$ cat src/omtc_pkg.sv
// Purpose: Shared constants for the operating mode and trim control block
// Assumes: Register addresses are 7-bit configuration addresses
// Notes: The source codes name what an output pin carries in each mode
package omtc_pkg;
	// Register addresses
	localparam logic [6:0] ADDR_TRIM = 7'h41;
	localparam logic [6:0] ADDR_MODE = 7'h42;
	localparam logic [6:0] ADDR_BYP = 7'h4d;
	// Field positions
	localparam int BIAS_MSB = 7;
	localparam int BIAS_LSB = 4;
	localparam int TEMP_MSB = 3;
	localparam int TEMP_LSB = 0;
	localparam int MODE_MSB = 3;
	localparam int MODE_LSB = 0;
	localparam int DRV_EN_BIT = 7;
	localparam int BYP_BIT = 5;
	// Reset values: bias trim nominal, threshold trim lowest, mode normal
	localparam logic [7:0] TRIM_RST = 8'h80;
	localparam logic [7:0] MODE_RST = 8'h00;
	localparam logic [7:0] BYP_RST = 8'h00;
	// Operating mode codes
	localparam logic [3:0] MODE_NORMAL = 4'h0;
	localparam logic [3:0] MODE_CAL1 = 4'h1;
	localparam logic [3:0] MODE_CAL2 = 4'h2;
	localparam logic [3:0] MODE_TEST1 = 4'h3;
	localparam logic [3:0] MODE_TEST2 = 4'h4;
	localparam logic [3:0] MODE_TEST3 = 4'h5;
	localparam logic [3:0] MODE_TEST4 = 4'h6;
	localparam logic [3:0] MODE_CAL3 = 4'h7;
	localparam logic [3:0] MODE_SAT_LOW = 4'h8;
	localparam logic [3:0] MODE_TEST5 = 4'ha;
	localparam logic [3:0] MODE_IDDQ = 4'he;
	// Alarm setup used for temperature calibration
	localparam logic [7:0] ALARM_MASK_TEMP = 8'h20;
	localparam logic [7:0] ALARM_DELAY_NONE = 8'h00;
	// Pin source codes
	localparam logic [2:0] SRC_OFF = 3'h0;
	localparam logic [2:0] SRC_NORMAL = 3'h1;
	localparam logic [2:0] SRC_CAL1 = 3'h2;
	localparam logic [2:0] SRC_CAL2 = 3'h3;
	localparam logic [2:0] SRC_CAL3 = 3'h4;
	localparam logic [2:0] SRC_TESTPT = 3'h5;
	localparam logic [2:0] SRC_BYPASS = 3'h6;
	localparam logic [2:0] SRC_VENDOR = 3'h7;
	localparam int NUM_PINS = 6;
endpackage

$ cat src/omtc_ctrl.sv
// Purpose: Operating mode selection, pin routing and trim register control
// Assumes: Config writes arrive as single-cycle strobes on clk
// Notes: Analog comparator and error inputs are asynchronous and synchronised
//
// Operation
// - Line drivers and polarity protection on only in normal mode zero.
// - Mode one routes bias, references, channel zero; alarm stays normal.
// - Mode two puts channel one and two signals on four pins.
// - Mode seven shows sensor and threshold voltages; alarm stays normal.
// - Mode eight drives serial clock, serial data and alarm low.
// - Mode six: bypass clear gives test points, set feeds inputs through.
// - Bias trim sits in bits 7:4 of 0x41, code 0x8 nominal.
// - Threshold trim sits in bits 3:0 of 0x41, code 0x0 lowest.
// - With mask 0x20, delay 0x00, alarm fires when sensor meets threshold in modes 0, 1, 5 and 7.
// - New mode applies only when written with drive enable bit set.
`timescale 1ns/1ps
module omtc_ctrl
	import omtc_pkg::*;
(
	// Clock, reset, freeze
	input wire logic clk,
	input wire logic nrst,
	input wire logic ce,
	// Configuration register port
	input wire logic cfg_wr,
	input wire logic [6:0] cfg_addr,
	input wire logic [7:0] cfg_wdata,
	output logic [7:0] cfg_rdata,
	// Alarm setup from other configuration registers
	input wire logic [7:0] alarm_event_mask,
	input wire logic [7:0] alarm_delay_setting,
	// Asynchronous analog status
	input wire logic internal_error_signal,
	input wire logic temp_reached,
	// Output stage control
	output logic output_drive_enable,
	output logic [omtc_pkg::NUM_PINS-1:0][2:0] pin_src,
	output logic test_route_en,
	output logic sat_low,
	output logic alarm_o,
	output logic [3:0] bias_trim,
	output logic [3:0] temp_threshold_trim,
	output logic analog_bypass
);
	import omtc_pkg::*;

	typedef struct packed {
		logic [7:0] trim_r;
		logic [7:0] mode_reg_r;
		logic [7:0] byp_reg_r;
		logic [3:0] act_mode_r;
		logic drv_r;
		logic [NUM_PINS-1:0][2:0] src_r;
		logic test_r;
		logic sat_r;
		logic alarm_r;
		logic [7:0] rdata_r;
		logic err_meta_r;
		logic err_sync_r;
		logic tmp_meta_r;
		logic tmp_sync_r;
	} omtc_state_t;

	omtc_state_t r;
	omtc_state_t n;

	// Source carried by one pin for a given mode and bypass setting
	function automatic logic [2:0] route(input logic [3:0] m, input logic analog_bypass_control,
		input int idx);
		logic [2:0] s;
		s = SRC_OFF;
		case (m)
			MODE_NORMAL: s = SRC_NORMAL;
			MODE_CAL1: s = SRC_CAL1;
			MODE_CAL2: s = (idx < 4) ? SRC_CAL2 : SRC_OFF;
			MODE_TEST1, MODE_TEST2, MODE_TEST3: s = SRC_VENDOR;
			MODE_TEST4: s = analog_bypass_control ? SRC_BYPASS : SRC_TESTPT;
			MODE_CAL3: s = (idx < 2) ? SRC_CAL3 : SRC_OFF;
			MODE_TEST5: s = (idx == 2 || idx == 3) ? SRC_VENDOR : SRC_OFF;
			default: s = SRC_OFF;
		endcase
		return s;
	endfunction

	// Modes that open any calibration or test path
	function automatic logic is_test(input logic [3:0] m);
		logic t;
		t = 1'b0;
		case (m)
			MODE_CAL1, MODE_CAL2, MODE_TEST1, MODE_TEST2, MODE_TEST3,
			MODE_TEST4, MODE_CAL3, MODE_TEST5: t = 1'b1;
			default: t = 1'b0;
		endcase
		return t;
	endfunction

	logic wr_trim;
	logic wr_mode;
	logic wr_byp;
	logic temp_hit;
	logic err_norm;

	// Write decode
	assign wr_trim = cfg_wr && (cfg_addr == ADDR_TRIM);
	assign wr_mode = cfg_wr && (cfg_addr == ADDR_MODE);
	assign wr_byp = cfg_wr && (cfg_addr == ADDR_BYP);

	// Temperature warning counts only with the calibration alarm setup
	assign temp_hit = r.tmp_sync_r && (alarm_event_mask == ALARM_MASK_TEMP)
		&& (alarm_delay_setting == ALARM_DELAY_NONE);
	assign err_norm = r.err_sync_r || temp_hit;

	// Next state
	always_comb begin
		n = r;
		// Synchronisers: first stage feeds only the second
		n.err_meta_r = internal_error_signal;
		n.err_sync_r = r.err_meta_r;
		n.tmp_meta_r = temp_reached;
		n.tmp_sync_r = r.tmp_meta_r;
		if (wr_trim) begin
			n.trim_r = cfg_wdata;
		end
		if (wr_byp) begin
			n.byp_reg_r = cfg_wdata;
		end
		if (wr_mode) begin
			n.mode_reg_r = cfg_wdata;
			// Mode switch waits for the enable bit so drivers never glitch
			if (cfg_wdata[DRV_EN_BIT]) begin
				n.act_mode_r = cfg_wdata[MODE_MSB:MODE_LSB];
			end
		end
		// Drivers need both the enable bit and normal mode
		n.drv_r = n.mode_reg_r[DRV_EN_BIT] && (n.act_mode_r == MODE_NORMAL);
		for (int i = 0; i < NUM_PINS; i++) begin
			n.src_r[i] = route(n.act_mode_r, n.byp_reg_r[BYP_BIT], i);
		end
		n.test_r = is_test(n.act_mode_r);
		n.sat_r = (n.act_mode_r == MODE_SAT_LOW);
		// Alarm pin function per mode
		case (n.act_mode_r)
			MODE_NORMAL, MODE_CAL1, MODE_TEST3, MODE_CAL3: begin
				n.alarm_r = err_norm;
			end
			MODE_TEST1, MODE_TEST2, MODE_TEST4: n.alarm_r = r.err_sync_r;
			default: n.alarm_r = 1'b0;
		endcase
		// Read mux; unmapped addresses read zero
		case (cfg_addr)
			ADDR_TRIM: n.rdata_r = r.trim_r;
			ADDR_MODE: n.rdata_r = r.mode_reg_r;
			ADDR_BYP: n.rdata_r = r.byp_reg_r;
			default: n.rdata_r = 8'h00;
		endcase
	end

	// State register, frozen while ce is low
	always_ff @(posedge clk or negedge nrst) begin
		if (!nrst) begin
			r <= '0;
			r.trim_r <= TRIM_RST;
			r.mode_reg_r <= MODE_RST;
			r.byp_reg_r <= BYP_RST;
			r.act_mode_r <= MODE_NORMAL;
		end else if (ce) begin
			r <= n;
		end
	end

	// Outputs straight from flops
	assign cfg_rdata = r.rdata_r;
	assign output_drive_enable = r.drv_r;
	assign pin_src = r.src_r;
	assign test_route_en = r.test_r;
	assign sat_low = r.sat_r;
	assign alarm_o = r.alarm_r;
	assign bias_trim = r.trim_r[BIAS_MSB:BIAS_LSB];
	assign temp_threshold_trim = r.trim_r[TEMP_MSB:TEMP_LSB];
	assign analog_bypass = r.byp_reg_r[BYP_BIT];
endmodule

$ cat config.mk
export PLATFORM = sky130hd
export DESIGN_NAME = omtc_ctrl
export DESIGN_NICKNAME = d
export VERILOG_FILES = /design/src/omtc_pkg.sv /design/src/omtc_ctrl.sv
export SDC_FILE = /design/constraint.sdc
export NUM_CORES = 1
export LEC_CHECK = 0
export BUFFER_PORTS_ARGS = -buffer_cell sky130_fd_sc_hd__buf_2
export CAP_MARGIN = 15
export CORE_UTILIZATION = 48
export CTS_CLUSTER_SIZE = 8
export DETAILED_ROUTE_END_ITERATION = 8
export PLACE_DENSITY = 0.77
export SLEW_MARGIN = 5
export SYNTH_ARGS = -nofsm -noshare
export SYNTH_HDL_FRONTEND = slang
export SYNTH_SLANG_ARGS = --single-unit
$ cat constraint.sdc
create_clock -name clk -period 1.35 [get_ports clk]
set_input_delay 0.2025 -clock clk [delete_from_list [all_inputs] [get_ports clk]]
set_output_delay 0.2025 -clock clk [all_outputs]
set_load 0.03 [all_outputs]
==> out/qor.yml <==
setup_tns_ns: -16.33
synth_flop_cell: "dfrtp_1"
final_hold_viol_count: 0
cts-htree-levels: 2
yosys.area.top_type: "dfrtp_1"
clock_path_buffers: 2
hold_depth: 2
slew_headroom_pct: 67.9
dp_cells: 371
antenna_cells: 0
clk_latency_ns: 0.32
grt_pass1_vias: 2088
ys_seq_area_share_pct: 46.3
drt_iter0_drc: 187
antenna_found_initial: 0
clock-sinks: 53
dieArea_um2: 6290
hold_path_class: "in2reg"
ir_drop_v: 0.000469
required_ns: 1.55
violations: "setup timing"
syn_inst: 235
cts_buffers: 5
fmax_mhz: 539
worst_clock_skew_ns: 0.0161
wl_um: 6610
maxCapViolCount: 0
start_kind: "input pin"
syn_area_um2: 2870
fin_cells: 390
status: "complete, but fails checks"
num-fill-cells: 414
grt_setup_unrepaired: "yes"
grt_max_degree: 54
drv_slew: 0
area_growth_pct: 29.9
setup_ws_ns: -0.504
synthTopCellsByArea: "dfrtp_1, mux2_2, buf_4, o2bb2ai_1, a222oi_1"
vias_per_cell: 5.64
dr.pass1.iters: 7
fin_nets: 354
synth-seq-cells: 53
initial_utilization_pct: 50.9
synth_nets: 272
route.detailed.drc: 0
vias: 2199
path_class: "in2reg"
grt-ovfl-total: 0
r2r_cells: 5
tightest_slew_ns: 0.482
yosysWarnings: 0
core.rowCount: 27
setup-violations-final: 49
io_buffers: 75
cts_tree: "built"
powerDensity_nw_per_um2: 911
period_needed_ns: 1.85
preCtsSetupSlack_ns: -0.965
hpwl_um: 4560
arrival_ns: 2.05
drive_above_1_share_pct: 62.6
clk_pin_slew_worst_paths_ns: 0.10
cts_root_buf: "clkbuf_8"
die_width_um: 79.3
fin_crit_sh_pct: 137
ys_types: 49
synth_top_area_share_pct: 45.3
end_kind: "flip-flop"
post_drt_wl_per_cell_um: 16.9
core_um2: 5640
antenna_left: 0
cp_max_fo: 12
postSynth.asyncResetShare_pct: 100
gp_congestion: 0.855
die_y_um: 79.3
avgSynthCellArea_um2: 12.2
p_leak_nw: 1.81
synth_edf_count: 0
grt_use_total_pct: 21.4
ioPinCount: 76
grt_pass1_wl_um: 10200
[power by group]
group          total (mW)  switching (mW)  internal, mW
logic               0.704           0.390         0.314
clock network       0.947           0.568         0.379
registers            1.75          0.0646          1.68
total                3.40            1.02          2.37
[state kept, by name, indices dropped and copies added (netlist names)]
register	count
output_drive_enable	1
pin_src	9
analog_bypass	1
r	21
cfg_rdata	8
sat_low	1
temp_threshold_trim	4
n	2
test_route_en	1
bias_trim	4
alarm_o	1
[synthesized netlist by cell type, types with 2 or more instances]
cell / count
and2b_2: 2
nor2_1: 8
nand2_1: 8
a211oi_1: 4
nor3_4: 2
mux2_2: 37
buf_2: 2
a21o_1: 2
nand3_1: 3
clkbuf_1: 2
o21ai_1: 2
mux2i_1: 8
a222oi_1: 8
o31ai_1: 2
dfrtp_1: 52
inv_1: 2
o2bb2ai_1: 12
or4b_4: 2
a21oi_1: 7
and3_1: 2
nor4_1: 5
buf_4: 34
o21ai_0: 3
[layout by cell type, fill, tap and decap left out, types with 2 or more instances in the layout]
master / count
nand2_1: 8
nand3_1: 2
a21oi_1: 6
nor3_4: 2
or4b_4: 2
mux2_2: 22
mux2i_4: 6
buf_8: 2
dfrtp_1: 52
mux2i_1: 2
inv_1: 2
o2bb2ai_2: 2
buf_12: 2
a222oi_1: 8
buf_4: 30
a21o_1: 2
nand3_4: 2
o21ai_0: 2
a211oi_2: 3
nor4_1: 4
clkbuf_8: 5
nor2_2: 2
o2bb2ai_1: 10
a211oi_1: 2
nor2_1: 5
nor2_4: 2
buf_2: 72
mux2_4: 16
inv_6: 2
o21ai_2: 2
buf_6: 12
and2b_2: 2
or3b_4: 2
[logic make-up after synthesis]
logic type / Yosys count / share of synthesized area [%]
DFF: 53 / 46.3
buffers and inverters: 46 / 13.1
AOI/OAI and AO/OA: 48 / 13.1
and+or+nand+nor: 41 / 9.24
muxes: 47 / 18.3
[critical path: stages]
cell     delay [ns]
buf_6          0.09
or4b_4         0.56
nor3_4         0.17
buf_12         0.19
mux2i_1        0.20
buf_4          0.17
mux2i_4        0.07
buf_4          0.14
mux2_4         0.24
[final cells by class]
class | count | area (um2) | share of cell area [%]
repair buffers | 119 | 801 | 21.5
inverters | 2 | 7.51 | 0.201
flip-flops and latches | 53 | 1330 | 35.6
clock inverters | 3 | 25.0 | 0.671
clock buffers | 5 | 68.8 | 1.85
multi-input cells | 136 | 1410 | 37.8
well taps | 72 | 90.1 | 2.42
[path summary, 6_finish.rpt]
path	start	to	slack, ns
max	cfg_addr[3]	test_route_en$_DFFE_PN0P_	-0.50
min	temp_reached	n[0]$_DFFE_PN0P_	0.13
max reg2reg	r[36]$_DFFE_PN0P_	pin_src[10]$_DFFE_PN0P_	-0.16
min reg2reg	alarm_o$_DFFE_PN0P_	alarm_o$_DFFE_PN0P_	0.48
max in group asynchronous	nrst	bias_trim[3]$_DFFE_PN1P_	0.67
min in group asynchronous	nrst	cfg_rdata[6]$_DFFE_PN0P_	0.39
[what timing repair did]
item | in CTS | in global routing
endpoints found under the setup margin | 48 | 48
hold endpoints to repair | 52 | 0
resized for setup | 30 | 13
hold buffers | 1 | 0
pin swaps | 13 | 5
buffers inserted | 8 | 4
[through the flow]
stage	area, um2	hold slack [ns]	power (mW)	utilization [%]
2_1_floorplan	2990	-0.0931	2.20	-
3_3_place_gp	3350	0.216	2.39	59.4
3_5_place_dp	3350	0.218	2.41	59.4
4_1_cts	3650	0.128	3.39	64.7
5_1_grt	3730	0.131	3.53	66.1
6_report	3730	0.129	3.40	66.1
[layer usage]
metal	global-route usage [%]	vias to the layer above	wire length (um)
met5	0	-	0
met2	33.7	82	3310
met4	6.00	0	91
met1	30.0	1095	2810
met3	4.14	9	389
li1	-	1013	-
Power figures use the tool's default switching activity.
